==> src/core/counter_array_pkg.sv <==
package counter_array_pkg;

	////////////////////////////////////////////////////////////////////////////
	// register addresses
	localparam logic [7:0] ADDR_CONTROL      = 8'hD8;
	localparam logic [7:0] ADDR_MODE         = 8'hD9;
	localparam logic [7:0] ADDR_MODULE2_MODE = 8'hDC;
	localparam logic [7:0] ADDR_COUNT_LOW    = 8'hF9;
	localparam logic [7:0] ADDR_COUNT_HIGH   = 8'hFA;
	localparam logic [7:0] ADDR_RELOAD_OFS   = 8'hEB;
	localparam logic [7:0] ADDR_COMPARE_HIGH = 8'hFB;

	////////////////////////////////////////////////////////////////////////////
	// control register fields
	localparam int BIT_OVERFLOW_FLAG = 7;
	localparam int BIT_RUN           = 6;
	localparam int BIT_MOD2_FLAG     = 2;
	localparam int BIT_MOD1_FLAG     = 1;
	localparam int BIT_MOD0_FLAG     = 0;

	// mode register fields
	localparam int BIT_IDLE_SUSPEND  = 7;
	localparam int BIT_WDT_ENABLE    = 6;
	localparam int BIT_WDT_LOCK      = 5;
	localparam int BIT_CLKSEL_HI     = 3;
	localparam int BIT_CLKSEL_LO     = 1;
	localparam int BIT_OVF_IRQ_EN    = 0;

	////////////////////////////////////////////////////////////////////////////
	// clock select codes and divisors
	localparam logic [2:0] CLKSEL_DIV12   = 3'h0;
	localparam logic [2:0] CLKSEL_DIV4    = 3'h1;
	localparam logic [2:0] CLKSEL_TIMER   = 3'h2;
	localparam logic [2:0] CLKSEL_EXT     = 3'h3;
	localparam logic [2:0] CLKSEL_SYSTEM_CLOCK  = 3'h4;
	localparam logic [2:0] CLKSEL_EXTDIV8 = 3'h5;
	localparam logic [3:0] DIVIDE_12      = 4'hC;
	localparam logic [3:0] DIVIDE_4       = 4'h4;

	////////////////////////////////////////////////////////////////////////////
	// reset values, forced fields and the all-ones count byte
	localparam logic [7:0] RESET_BYTE       = 8'h00;
	localparam logic       RESET_WDT_ENABLE = 1'b1;
	localparam logic [7:0] MOD2_TIMER_MODE  = 8'h48;
	localparam logic [7:0] BYTE_ALL_ONES    = 8'hFF;

endpackage

==> src/core/counter_array_watchdog.sv <==
`timescale 1ns/1ps
module counter_array_watchdog (
	input  wire logic       clock,
	input  wire logic       reset,
	input  wire logic       clockEnable,
	input  wire logic [7:0] regAddr,
	input  wire logic       regWrite,
	input  wire logic [7:0] regWriteData,
	input  wire logic       regRead,
	output logic      [7:0] regReadData,
	input  wire logic       cpuIdle,
	input  wire logic       timerOverflowTick,
	input  wire logic       externalTick,
	output logic            watchdogReset,
	output logic            watchdogEnabled,
	output logic            counterTick
);

	////////////////////////////////////////////////////////////////////////////
	// state

	typedef struct packed {
		logic [3:0] prescale;
		logic [7:0] countLow;
		logic [7:0] countHigh;
		logic [7:0] compareHigh;
		logic [7:0] reloadOffset;
		logic [7:0] module2Mode;
		logic       overflowFlag;
		logic       runBit;
		logic [2:0] moduleFlags;
		logic       idleSuspend;
		logic       enableBit;
		logic       lockBit;
		logic [2:0] clockSelect;
		logic       overflowIrqEn;
		logic       resetReq;
		logic [7:0] readData;
	} state_t;

	state_t st_q;
	state_t st_d;

	logic       enabled;
	logic       running;
	logic [3:0] divisor;
	logic       tick;
	logic       lowOverflow;
	logic       wrControl;
	logic       wrMode;
	logic [7:0] readValue;

	////////////////////////////////////////////////////////////////////////////
	// timebase

	assign enabled = st_q.enableBit | st_q.lockBit;
	// counter runs on the software run bit or while enabled, and stops while idle suspend is set and the cpu is idle
	assign running = (st_q.runBit | enabled)
		& ~(st_q.idleSuspend & cpuIdle);

	always_comb begin
		divisor = 4'h1;
		unique case (st_q.clockSelect)
			counter_array_pkg::CLKSEL_DIV12: divisor = counter_array_pkg::DIVIDE_12;
			counter_array_pkg::CLKSEL_DIV4:  divisor = counter_array_pkg::DIVIDE_4;
			default:                         divisor = 4'h1;
		endcase
	end

	// one-cycle strobe in the system clock domain
	always_comb begin
		unique case (st_q.clockSelect)
			counter_array_pkg::CLKSEL_DIV12,
			counter_array_pkg::CLKSEL_DIV4:
				tick = running & (st_q.prescale == divisor - 4'h1);
			counter_array_pkg::CLKSEL_TIMER:  tick = running & timerOverflowTick;
			counter_array_pkg::CLKSEL_EXT,
			counter_array_pkg::CLKSEL_EXTDIV8: tick = running & externalTick;
			counter_array_pkg::CLKSEL_SYSTEM_CLOCK: tick = running;
			default:                          tick = 1'b0;
		endcase
	end

	assign lowOverflow = tick & (st_q.countLow == counter_array_pkg::BYTE_ALL_ONES);
	assign wrControl   = regWrite & (regAddr == counter_array_pkg::ADDR_CONTROL);
	assign wrMode      = regWrite & (regAddr == counter_array_pkg::ADDR_MODE);

	////////////////////////////////////////////////////////////////////////////
	// read mux

	always_comb begin
		readValue = 8'h00;
		unique case (regAddr)
			counter_array_pkg::ADDR_CONTROL: begin
				readValue[counter_array_pkg::BIT_OVERFLOW_FLAG] = st_q.overflowFlag;
				readValue[counter_array_pkg::BIT_RUN] = st_q.runBit;
				readValue[2:0] = st_q.moduleFlags;
			end
			counter_array_pkg::ADDR_MODE: begin
				readValue[counter_array_pkg::BIT_IDLE_SUSPEND] = st_q.idleSuspend;
				readValue[counter_array_pkg::BIT_WDT_ENABLE] = st_q.enableBit;
				readValue[counter_array_pkg::BIT_WDT_LOCK] = st_q.lockBit;
				readValue[counter_array_pkg::BIT_CLKSEL_HI:counter_array_pkg::BIT_CLKSEL_LO]
					= st_q.clockSelect;
				readValue[counter_array_pkg::BIT_OVF_IRQ_EN] = st_q.overflowIrqEn;
			end
			counter_array_pkg::ADDR_MODULE2_MODE:
				readValue = enabled ? counter_array_pkg::MOD2_TIMER_MODE
					: st_q.module2Mode;
			counter_array_pkg::ADDR_COUNT_LOW:    readValue = st_q.countLow;
			counter_array_pkg::ADDR_COUNT_HIGH:   readValue = st_q.countHigh;
			counter_array_pkg::ADDR_RELOAD_OFS:   readValue = st_q.reloadOffset;
			counter_array_pkg::ADDR_COMPARE_HIGH: readValue = st_q.compareHigh;
			default:                              readValue = 8'h00;
		endcase
	end

	////////////////////////////////////////////////////////////////////////////
	// next state

	always_comb begin
		st_d = st_q;
		if (regRead) begin
			st_d.readData = readValue;
		end
		// prescaler
		if (running) begin
			st_d.prescale = (st_q.prescale >= divisor - 4'h1) ? 4'h0
				: st_q.prescale + 4'h1;
		end
		// software writes
		if (wrControl) begin
			st_d.overflowFlag = regWriteData[counter_array_pkg::BIT_OVERFLOW_FLAG];
			st_d.runBit = regWriteData[counter_array_pkg::BIT_RUN];
			st_d.moduleFlags = regWriteData[2:0];
		end
		if (wrMode) begin
			if (!enabled) begin
				st_d.idleSuspend = regWriteData[counter_array_pkg::BIT_IDLE_SUSPEND];
				st_d.clockSelect = regWriteData[counter_array_pkg::BIT_CLKSEL_HI:
					counter_array_pkg::BIT_CLKSEL_LO];
			end
			// lock is only ever set by software
			if (regWriteData[counter_array_pkg::BIT_WDT_LOCK]) begin
				st_d.lockBit = 1'b1;
			end
			st_d.enableBit = regWriteData[counter_array_pkg::BIT_WDT_ENABLE];
			st_d.overflowIrqEn = regWriteData[counter_array_pkg::BIT_OVF_IRQ_EN];
		end
		if (regWrite && !enabled) begin
			unique case (regAddr)
				counter_array_pkg::ADDR_MODULE2_MODE: st_d.module2Mode = regWriteData;
				counter_array_pkg::ADDR_COUNT_LOW:    st_d.countLow = regWriteData;
				counter_array_pkg::ADDR_COUNT_HIGH:   st_d.countHigh = regWriteData;
				default: ;
			endcase
		end
		if (regWrite && regAddr == counter_array_pkg::ADDR_RELOAD_OFS) begin
			st_d.reloadOffset = regWriteData;
		end
		// counting wins over a blocked write and over a flag clear
		if (tick) begin
			st_d.countLow = st_q.countLow + 8'h01;
			if (lowOverflow) begin
				st_d.countHigh = st_q.countHigh + 8'h01;
				if (st_q.countHigh == counter_array_pkg::BYTE_ALL_ONES) begin
					st_d.overflowFlag = 1'b1;
				end
			end
		end
		if (regWrite && regAddr == counter_array_pkg::ADDR_COMPARE_HIGH) begin
			// refresh: timeout 256*offset + (256 - low byte)
			st_d.compareHigh = enabled ? st_q.countHigh + st_q.reloadOffset
				: regWriteData;
		end
		// watchdog expiry and forced reset
		if (enabled && lowOverflow && st_q.countHigh == st_q.compareHigh) begin
			st_d.resetReq = 1'b1;
		end
		if (enabled && wrControl && regWriteData[counter_array_pkg::BIT_MOD2_FLAG]) begin
			st_d.resetReq = 1'b1;
		end
	end

	always_ff @(posedge clock) begin
		if (reset) begin
			st_q <= '0;
			st_q.enableBit <= counter_array_pkg::RESET_WDT_ENABLE;
			st_q.clockSelect <= counter_array_pkg::CLKSEL_DIV12;
			st_q.countLow <= counter_array_pkg::RESET_BYTE;
			st_q.reloadOffset <= counter_array_pkg::RESET_BYTE;
		end else if (clockEnable) begin
			st_q <= st_d;
		end
	end

	assign regReadData     = st_q.readData;
	assign watchdogReset   = st_q.resetReq;
	assign watchdogEnabled = enabled;
	assign counterTick     = tick & clockEnable;
endmodule // counter_array_watchdog

==> config.mk <==
export PLATFORM = sky130hd
export DESIGN_NAME = counter_array_watchdog
export DESIGN_NICKNAME = d
export VERILOG_FILES = /design/src/core/counter_array_pkg.sv /design/src/core/counter_array_watchdog.sv
export SDC_FILE = /design/constraint.sdc
export NUM_CORES = 1
export LEC_CHECK = 0
export ABC_AREA = 1
export BUFFER_PORTS_ARGS = -buffer_cell sky130_fd_sc_hd__buf_2
export CORE_ASPECT_RATIO = 1.1
export CORE_MARGIN = 2
export CORE_UTILIZATION = 43
export CTS_CLUSTER_SIZE = 12
export DETAILED_ROUTE_END_ITERATION = 10
export PLACE_DENSITY_LB_ADDON = 0.1
export SLEW_MARGIN = 30
export SYNTH_ARGS = -nofsm -noshare
export SYNTH_HDL_FRONTEND = slang
export SYNTH_SLANG_ARGS = --single-unit
==> constraint.sdc <==
create_clock -name clock -period 2.44 [get_ports clock]
set_input_delay 0.488 -clock clock [delete_from_list [all_inputs] [get_ports clock]]
set_output_delay 0.488 -clock clock [all_outputs]
set_load 0.1 [all_outputs]
; ---- After elaboration in Yosys (flattened, before gate mapping)
; Cells that the tools add are included.
[totals]
elab_cells = 97
out_inout_bits = 11
in_bits = 24
register_bits = 65
[classes]
add_sub_neg = 5
n_lt_le_gt_ge = 1
bitwise = 13
n_eq_ne = 16
mux = 21
reduce_logical = 25
[op_table]
columns = cell, n
row1 = $eq 8x8->1 const B, 9
row2 = $mux 8, 5
row3 = $mux 16, 2
row4 = $pmux 3 s7, 1
row5 = $add 8x1->8 const B, 2
row6 = $pmux 2 s7, 1
row7 = $reduce_and 2->1, 7
row8 = $pmux 1 s6, 2
row9 = $reduce_and 3->1, 4
row10 = $and 1x1->1, 9
row11 = $add 8x8->8, 1
row12 = $eq 8x8->1, 1
row13 = $pmux 4 s2, 1
row14 = $logic_and 1x1->1, 7
row15 = $eq 3x2->1 const B, 2
row16 = $eq 3x3->1 const B, 2
row17 = $reduce_bool 2->1, 3
row18 = $mux 1, 5
row19 = $mux 5, 1
row20 = $pmux 1 s5, 1
row21 = $add 4x1->4 const B, 1
row22 = $eq 4x4->1, 1
row23 = $ge 4x4->1, 1
row24 = $mux 4, 1
row25 = 8 further kinds, 11

; ---- Depth between registers and ports, before layout
; Gate-level depths: netlist of the first run.
[logic_depth]
word_depth = 11
ltp_mapped = 15
depth_no_buf = 14

; ---- Least setup slack after synthesis of the first run
; Ideal clock, no wire load.
[synth_path]
path_type = register to output
start = register st_q[11] (netlist name)
end = output counterTick
required_ps = 1952
arrival_ps = 1943
path_stages_with_launch = 12
path_buffers = 0
path_slack_ps = 9
cell_sequence = dfxtp_1 > nor2_4 > nand2_1 > ha_1 > inv_1 > nor2_1 > nand2_1 > nand2_1 > nand2_2 > nor2_8 > nand2_2 > inv_1
[synth_via]
elab_chain_cells = 7
word_cells_on_any_way = 14
classes_between = 1 x add/sub / 6 x eq/ne / 2 x mux / 2 x bitwise / 3 x reduce/logical
[synth_rtl]
columns = item, line_no
row1 = start: declaration, counter_array_watchdog.sv:41  ; state_t st_q;
row2 = start signal: assignment, counter_array_watchdog.sv:193  ; st_q <= st_d;
row3 = $eq 3x1->1 / $logic_not 3->1 (equally long branches), "counter_array_watchdog.sv:63, counter_array_watchdog.sv:72"
row4 = $pmux 4 s2, counter_array_watchdog.sv:63  ; unique case (st_q.clockSelect)
row5 = $sub 4x1->4, counter_array_watchdog.sv:75  ; tick = running & (st_q.prescale == divisor - 4'h1);
row6 = $eq 4x4->1, counter_array_watchdog.sv:75
row7 = $and 1x1->1, counter_array_watchdog.sv:75
row8 = $pmux 1 s4 (*), counter_array_watchdog.sv:72  ; unique case (st_q.clockSelect)
row9 = $and 1x1->1 (*), counter_array_watchdog.sv:200  ; assign counterTick = tick & clockEnable;
row10 = end: declaration, counter_array_watchdog.sv:16  ; output logic counterTick
; Every way passes the cells marked *; elsewhere a longest branch is shown, timed or not.

; ---- Worst setup path in the final report of the first run
; Same ends and word-level chain as after synthesis.

==> results of run 1 <==
-- worst max-delay path by stage --
stage,start,endpoint,slack [ns],cells past startpoint
6_report,st_q[11],counterTick,0.007,12
3_3_place_gp,st_q[11],counterTick,0.31,12
5_1_grt,st_q[11],counterTick,-0.09,12
3_5_place_dp,st_q[11],counterTick,0.24,12
2_1_floorplan,st_q[11],counterTick,0.009,11
4_1_cts,st_q[12],counterTick,-0.03,12
-- metal layers --
metal | share of wire, % | GRT usage (%)
met5 | 0 | 0
met1 | 43 | 32.44
met4 | 5.2 | 15.66
met2 | 48 | 44.59
met3 | 4.3 | 3.555
-- flip-flops by register name, indices dropped and copies added (netlist names) --
| name | flops |
|---|---|
| st_q | 56 |
| regReadData | 8 |
| watchdogReset | 1 |
-- placed cells by master, fill, tap and decap left out, types with 2 or more instances in the layout --
cell       netlist  routed
clkbuf_1        10       2
dfxtp_1         65      63
o22ai_1          5       5
ha_1            13      10
a21oi_1         66      65
buf_2           10      33
o211ai_1         3       3
nand2_2          6       8
nor3_1           2       2
nor3_2           3       3
ha_4             0       3
inv_2            3       5
bufinv_16        0       2
xor2_1          10      10
nand2_4          0       2
a211oi_1         4       4
buf_4            9      21
nand3_2          3       3
nor2_4           1       2
a21oi_2          1       2
nand2_1        166     162
nand3_1         54      54
nand4_1         10      10
nor2_1          59      58
buf_6            1       2
o21ai_1         13      14
inv_1           85      82
xnor2_1          3       3
o21ai_0         44      43
clkbuf_8         0      10
nor2_2           8       8
-- repair_timing --
action	4_1_cts	5_1_grt
hold buffers	0	0
endpoints found under the setup margin	1	5
pin swaps	7	12
resized for setup	6	16
buffers inserted	10	1
-- layout make-up --
| type | count | area [um^2] |
|---|---|---|
| clock buffers | 12 | 145.1 |
| clock inverters | 3 | 65.06 |
| fillers | 1013 | 4862 |
| inverters | 89 | 336.6 |
| multi-input cells | 485 | 2516 |
| flip-flops and latches | 65 | 1306 |
| well taps | 120 | 150.1 |
| repair buffers | 57 | 365.4 |
-- kinds of logic (layout without fill, tap and decap cells) --
| kind of cell | after synthesis | count (layout) | synth area share [%] |
|---|---|---|---|
| AND/OR/NAND/NOR | 318 | 318 | 32.92 |
| AO/OA/AOI/OAI | 140 | 140 | 17.65 |
| buffers and inverters | 120 | 161 | 11.86 |
| flip-flops | 65 | 65 | 30.60 |
| adder cells (fa/ha/maj) | 14 | 14 | 4.295 |
| XOR/XNOR | 13 | 13 | 2.677 |
-- through the flow --
stage / hold slack, ns / std cells / power (uW) / util, %
floorplan: 0.4239 / 670 / 1196 / -
global placement: 0.4360 / 807 / 1265 / 46.41
detailed placement: 0.4389 / 807 / 1267 / 46.41
CTS: 0.4498 / 832 / 2293 / 49.51
global route: 0.4775 / 831 / 2351 / 50.12
finish: 0.4480 / 831 / 2277 / 50.12
-- worst max-delay path, stage by stage (launching register included) --
cell and delay (ns):
dfxtp_4 0.36, nor2_4 0.15, nand2_2 0.09, ha_4 0.28
inv_4 0.04, nor2_4 0.07, nand2_2 0.08, nand2_4 0.08
nand2_4 0.06, nor2_8 0.08, nand2_2 0.06, inv_2 0.07
buf_12 0.16
-- where the power goes --
group / leakage, uW / internal [uW] / switching, uW / total, uW
Clock: 0.000106 / 597 / 431 / 1030
Combinational: 0.00158 / 47.1 / 127 / 174
Sequential: 0.000526 / 1070 / 7.89 / 1070
Total: 0.00221 / 1710 / 566 / 2280
==> flow_summary.toml, run 1 <==
[run_status]
run_status = "completed"

[logic_synthesis]
ys_seq_area_share_pct = 30.60
synthDistinctLibCells = 40
syn_inst = 670
syn_nets = 708
synth_warnings = 0
async_reset_ff_share_pct = 0
synth_top_area_share_pct = 30.60
synth-edff-count = 0
synth_area_um2 = 4253
synth_common_cells = "166 x nand2_1, 85 x inv_1, 66 x a21oi_1"
syn_area_per_cell_um2 = 6.348
yosys-top-cells-area = "dfxtp_1 31%, nand2_1 15%, a21oi_1 7.8%"
yosysMostFrequentCell = "nand2_1"
synth-main-ff-cell = "dfxtp_1"
synth_top_area_cell = "dfxtp_1"
synth-seq-cells = 65

[grt]
grt_max_degree = 33
grt_usage_pct = 26.55
grt_pass1_wl_um = 21890
overflow = 0
antenna_found_initial = 0
grt_pass1_vias = 4366

[drt]
viasPerCell = 5.373
ant_nets = 0
wl_per_cell_um = 16.36
drc = 0
dr_total_vias = 4465
drt-initial-drc-count = 246
first_pass_iters = 4
routed_wl_um = 13600

[timing]
fin_crit_ns = 2.433
hold_violations = 0
slew_headroom_pct = 65.05
slew_viol_final = 0
max_freq_mhz = 411.0
finalCritPeriodShare_pct = 99.72
setup_ws_ns = 0.006776
skew_ns = 0.01092
rsz0062_at_grt = "true"
setup_viol = 0
tightest_slew_ns = 0.5228
tns_ns = 0

[power_and_ir_drop]
powerDensity_nw_per_um2 = 466.1
vdd_ir_drop_max_v = 0.0002926
power_leakage_uw = 0.002210

[clock_tree]
path_clk_slew_ns = 0.07
clockRootBuffer = "clkbuf_8"
clock-sinks = 65
cts_tree = "yes"
clock_path_buffers = 2
clock_latency_ns = 0.36
cts_made_buffers = 9
htreeDepth = 3

[worst_hold_path]
hold_class = "register to register"
worst_hold_startpoint = "watchdogReset"
worstHoldEndpoint = "watchdogReset"
hold_path_depth = 2

[placed_design]
pre_cts_slack_ns = 0.2405
place.gp.congestion = 0.8855
io_buffers = 34
dpl_cell_area_um2 = 4523
dp_hpwl_um = 9981

[worst_setup_path]
crit_arrival_ns = 1.95
cp-end-kind = "output port"
r2r_end = "st_q[59]"
r2r_start = "st_q[11]"
cp_data_required_time_ns = 1.95
path_max_fanout = 4
start_kind = "register"
r2r_cells = 17
crit_type = "register to output port"
ff2ff_setup_slack_ns = 0.09

[floorplanning]
die_h_um = 108.3
coreArea_um2 = 9747
ioPinCount = 35
fp.dieW_um = 98.82
initial_core_util_pct = 43.63
die_area_um2 = 10700
fp-row-count = 38

[run]
cap_violations = 0

[cells_and_area]
nNetsFinal = 745
stdcell_area_um2 = 4885
diodes = 0
syn2layout_area_growth_pct = 14.86
layout-drive-gt1-share_pct = 15.75
(Power assumes the default switching activity.)
==> inputs of run 2 (changes only) <==
--- a/config.mk
+++ b/config.mk
@@ -6,12 +6,12 @@
 export NUM_CORES = 1
 export LEC_CHECK = 0
 export ABC_AREA = 1
-export BUFFER_PORTS_ARGS = -buffer_cell sky130_fd_sc_hd__buf_2
 export CORE_ASPECT_RATIO = 1.1
 export CORE_MARGIN = 2
 export CORE_UTILIZATION = 43
 export CTS_CLUSTER_SIZE = 12
 export DETAILED_ROUTE_END_ITERATION = 10
+export DONT_BUFFER_PORTS = 1
 export PLACE_DENSITY_LB_ADDON = 0.1
 export SLEW_MARGIN = 30
 export SYNTH_ARGS = -nofsm -noshare
==> flow_summary.toml, run 2 (synthesized netlist as in run 1, its figures left out) <==
[cells_and_area]
regMostFlops = "st_q"
finalCoreUtilization_pct = 48.16
stdcell_area_um2 = 4695
final_common_cell = "nand2_1"
nNetsFinal = 714
diodes = 0
instances_no_fill = 800
fillCellCount = 1022
syn2layout_area_growth_pct = 10.39
largest_reg_flops = 56
layout-drive-gt1-share_pct = 11.32
final_cell_mix = "164 x nand2_1, 83 x inv_1, 66 x a21oi_1"

[placed_design]
dpl_cell_area_um2 = 4410
pre_cts_slack_ns = 0.2807
place.gp.congestion = 0.9171
io_buffers = 0
dp_hpwl_um = 10040
dp_cells = 781

[worst_setup_path]
cp_data_required_time_ns = 1.95
cp_num_buf_inv = 3
crit_arrival_ns = 1.95
crit_path_frequent_cell = "nand2_2"
critPathTopFamily = "simple AND/OR/NAND/NOR gates"
path_cells = "nor2_4, nand2_2, ha_4, inv_2, nor2_1, nand2_1, nand2_2, nand2_4, nor2_8, nand2_2, inv_2, buf_12"
crit_type = "register to output port"
start_kind = "register"
cp-end-kind = "output port"
path_max_fanout = 4
slowest_stage = "dfxtp_4"
slowest_delay_ns = 0.36

[run_status]
run_status = "completed"

[clock_tree]
cts_tree = "yes"
clock-sinks = 65
clockRootBuffer = "clkbuf_8"
clock_path_buffers = 2
htreeDepth = 3
cts_made_buffers = 9
clock_latency_ns = 0.36
path_clk_slew_ns = 0.07

[drt]
first_pass_iters = 6
drc = 0
ant_nets = 0
drt-initial-drc-count = 213
viasPerCell = 5.453
wl_per_cell_um = 17.11
dr_total_vias = 4362
routed_wl_um = 13690

[timing]
skew_ns = 0.01032
finalCritPeriodShare_pct = 99.74
max_freq_mhz = 410.9
slew_headroom_pct = 62.54
setup_viol = 0
hold_violations = 0
slew_viol_final = 0
tightest_slew_ns = 0.5603
rsz0062_at_grt = "true"
fin_crit_ns = 2.434
setup_ws_ns = 0.006260

[power_and_ir_drop]
power_leakage_uw = 0.002078
p_comb_share_pct = 5.4
powerDensity_nw_per_um2 = 469.4
vdd_ir_drop_max_v = 0.0002870
p_switching_uw = 528.0
pwr-share-seq_pct = 48.7
swShare_pct = 23.96
p_int_uw = 1675
clkPwrFrac_pct = 45.9

[floorplanning]
fp.dieW_um = 98.82
initial_core_util_pct = 43.63
coreArea_um2 = 9747
ioPinCount = 35
die_area_um2 = 10700
die_h_um = 108.3
fp-row-count = 38

[run]
cap_violations = 0

[grt]
grt_pass1_vias = 4176
grt_usage_pct = 26.76
antenna_found_initial = 0
grt_max_degree = 38
grt_pass1_wl_um = 21880
overflow = 0

[worst_hold_path]
hold_class = "input port to register"
run 2: cell count changes in the layout (fill, tap and decap cells not counted), sizes merged:
cell    previous run  this run
clkbuf            12        13
bufinv             2         1
buf               57        26
run 2: power by group through the flow:
stage	Combinational [uW]	Clock [uW]	Sequential (uW)
3_3_place_gp	116	0	1100
2_1_floorplan	98.8	0	1100
5_1_grt	134	1070	1070
3_5_place_dp	119	0	1100
4_1_cts	119	1030	1070
6_report	120	1010	1070
run 2: cell type report:
class | instances | area [um^2] | area share, %
Sequential cell | 65 | 1306 | 27.83
Timing Repair Buffer | 26 | 207.7 | 4.424
Multi-Input combinational cell | 485 | 2482 | 52.88
Clock buffer | 13 | 178.9 | 3.811
Clock inverter | 2 | 35.03 | 0.7463
Tap cell | 120 | 150.1 | 3.198
Inverter | 89 | 334.1 | 7.116
run 2: metrics by stage:
step                      hold WS, ns  total power, uW   TNS [ns]
after floorplan                0.4239             1196          0
after global placement         0.4324             1213          0
after detailed placement       0.4367             1216          0
after CTS                      0.1812             2218  -0.003717
after global routing           0.1792             2281   -0.08610
final                          0.1938             2203          0
run 2: path summary, 6_finish.rpt:
kind                 endpoint  cells after the start  slack [ns]     start
setup reg to reg     st_q[59]                     15        0.33  st_q[11]
hold / removal       st_q[43]                      1        0.19     reset
hold reg to reg      st_q[22]                      2        0.45  st_q[22]
setup / recovery  counterTick                     12       0.006  st_q[11]
run 2: worst register-to-register path: stages, from the launching register on:
cell,delay [ns]
dfxtp_4,0.36
nor2_4,0.17
nand2_2,0.09
ha_4,0.26
inv_2,0.03
nor2_1,0.08
nand2_1,0.07
nand2_2,0.09
nand2_4,0.07
nor2_8,0.08
nand2_2,0.06
buf_4,0.13
nand2_2,0.20
inv_1,0.14
nor2_1,0.12
nor2_1,0.04
run 2: routing by layer:
metal  track usage [%]  up-vias  routed length, um
met5                 0        -                  0
met2             45.51      137               6715
met4             10.47        0                358
met1             33.97     2024               5860
li1                  -     2176                  -
met3             4.331       25                755
run 2: repair_timing:
action	in CTS	in global routing
hold buffers	0	0
hold endpoints to repair	0	0
pin swaps	5	2
buffers inserted	3	1
setup endpoints to repair	1	1
gates resized for setup	3	7
==> inputs of run 3 (changes only) <==
--- a/config.mk
+++ b/config.mk
@@ -13,6 +13,7 @@
 export DETAILED_ROUTE_END_ITERATION = 10
 export DONT_BUFFER_PORTS = 1
 export PLACE_DENSITY_LB_ADDON = 0.1
+export RECOVER_POWER = 25
 export SLEW_MARGIN = 30
 export SYNTH_ARGS = -nofsm -noshare
 export SYNTH_HDL_FRONTEND = slang
==> flow_summary.toml, run 3 (synthesized netlist as in run 1, its figures left out) <==
[placed_design]
place.gp.congestion = 0.9171
io_buffers = 0
pre_cts_slack_ns = 0.2807
dp_hpwl_um = 10040

[cells_and_area]
syn2layout_area_growth_pct = 9.385
largest_reg_flops = 56
layout-drive-gt1-share_pct = 9.559
diodes = 0
nNetsFinal = 714
final_common_cell = "nand2_1"
regMostFlops = "st_q"
multi_input_area_um2 = 2477
finalCoreUtilization_pct = 47.73
final_cell_mix = "164 x nand2_1, 83 x inv_1, 66 x a21oi_1"
fillCellCount = 1037
final-seq-area_um2 = 1306

[worst_setup_path]
crit_path_frequent_cell = "nand2_2"
path_max_fanout = 4
slowest_delay_ns = 0.36
ff2ff_setup_slack_ns = 0.33
slowest_stage = "dfxtp_4"
cp_data_required_time_ns = 1.95
r2r_start = "st_q[11]"
crit_type = "register to output port"
r2r_end = "st_q[59]"
path_cells = "nor2_4, nand2_2, ha_4, inv_2, nor2_1, nand2_1, nand2_2, nand2_4, nor2_8, nand2_2, inv_2, buf_12"
r2r_cells = 15
crit_arrival_ns = 1.94
start_kind = "register"
cp-end-kind = "output port"

[drt]
wl_per_cell_um = 17.17
first_pass_iters = 4
ant_nets = 0
dr_total_vias = 4394
drc = 0
drt-initial-drc-count = 199
viasPerCell = 5.493
routed_wl_um = 13730

[power_and_ir_drop]
pwr-share-seq_pct = 48.8
clkPwrFrac_pct = 45.9
power_leakage_uw = 0.002036
p_switching_uw = 525.4
vdd_ir_drop_max_v = 0.0002773
p_int_uw = 1673
p_comb_share_pct = 5.3
total_power_uw = 2198
swShare_pct = 23.91
powerDensity_nw_per_um2 = 472.5

[floorplanning]
ioPinCount = 35
fp-row-count = 38
fp.dieW_um = 98.82
coreArea_um2 = 9747
die_area_um2 = 10700
die_h_um = 108.3
initial_core_util_pct = 43.63

[timing]
fin_crit_ns = 2.432
slew_headroom_pct = 18.96
whs_ns = 0.1952
tns_ns = 0
finalCritPeriodShare_pct = 99.67
skew_ns = 0.01073
max_freq_mhz = 411.2
slew_viol_final = 0
hold_violations = 0
rsz0062_at_grt = "true"
setup_ws_ns = 0.008165
setup_viol = 0
tightest_slew_ns = 1.216

[clock_tree]
htreeDepth = 3
cts_made_buffers = 9
cts_tree = "yes"
clock_latency_ns = 0.35
hold_buffers = 0
clock_path_buffers = 2
clockRootBuffer = "clkbuf_8"
path_clk_slew_ns = 0.08
clock-sinks = 65

[worst_hold_path]
worstHoldEndpoint = "st_q[50]"
hold_path_depth = 1
hold_class = "input port to register"
worst_hold_startpoint = "reset"

[grt]
grt_pass1_vias = 4176
antenna_found_initial = 0
overflow = 0
grt_usage_pct = 26.76
grt_max_degree = 38
grt_pass1_wl_um = 21880

[run_status]
run_status = "completed"

[run]
cap_violations = 0
==> run 3: changes by cell type in the layout (fill, tap and decap cells not counted) <==
cell / before / now
buf_4: 25 / 15
clkbuf_1: 0 / 10
nor2_1: 59 / 61
nor2_2: 8 / 6
==> run 3: area by class of cell <==
| class | count | area share, % |
|---|---|---|
| Inverter | 89 | 7.181 |
| Clock buffer | 13 | 3.846 |
| Sequential cell | 65 | 28.08 |
| Multi-Input combinational cell | 485 | 53.25 |
| Clock inverter | 2 | 0.7531 |
| Timing Repair Buffer | 26 | 3.658 |
| Tap cell | 120 | 3.228 |
==> run 3: repair_timing <==
item,CTS,global route
setup buffers,3,1
pin swaps,5,2
gates resized for setup,3,7
endpoints found under the setup margin,1,1
==> run 3: power groups by stage <==
| stage | Clock (uW) | Combinational (uW) | Sequential, uW |
|---|---|---|---|
| final | 1010 | 116 | 1070 |
| after global routing | 1070 | 130 | 1070 |
| after CTS | 1030 | 119 | 1070 |
| after detailed placement | 0 | 119 | 1100 |
| after global placement | 0 | 116 | 1100 |
| after floorplan | 0 | 98.8 | 1100 |
==> run 3: worst max path at each step <==
| stage | startpoint | to | cells after the start |
|---|---|---|---|
| global placement | st_q[11] | counterTick | 12 |
| global route | st_q[11] | counterTick | 12 |
| floorplan | st_q[11] | counterTick | 11 |
| finish | st_q[11] | counterTick | 12 |
| CTS | st_q[12] | counterTick | 12 |
| detailed placement | st_q[11] | counterTick | 12 |
==> run 3: layer usage <==
layer	GRT usage, %	wire, um	up-vias
li1	-	-	2174
met3	4.331	845	31
met4	10.47	439	0
met1	33.97	5803	2046
met5	0	0	-
met2	45.51	6643	143
==> run 3: worst max-delay path, delay by kind of cell (launching register included) <==
family / cells / cell delay, ns
adders and majority gates: 1 / 0.26
DFF: 1 / 0.36
and+or+nand+nor: 8 / 0.71
buffers and inverters: 3 / 0.25
==> run 3: per-stage QoR <==
stage | cell area [um^2] | cells
detailed placement | 4410 | 781
global placement | 4410 | 781
finish | 4652 | 800
global route | 4652 | 800
floorplan | 4253 | 670
CTS | 4649 | 799
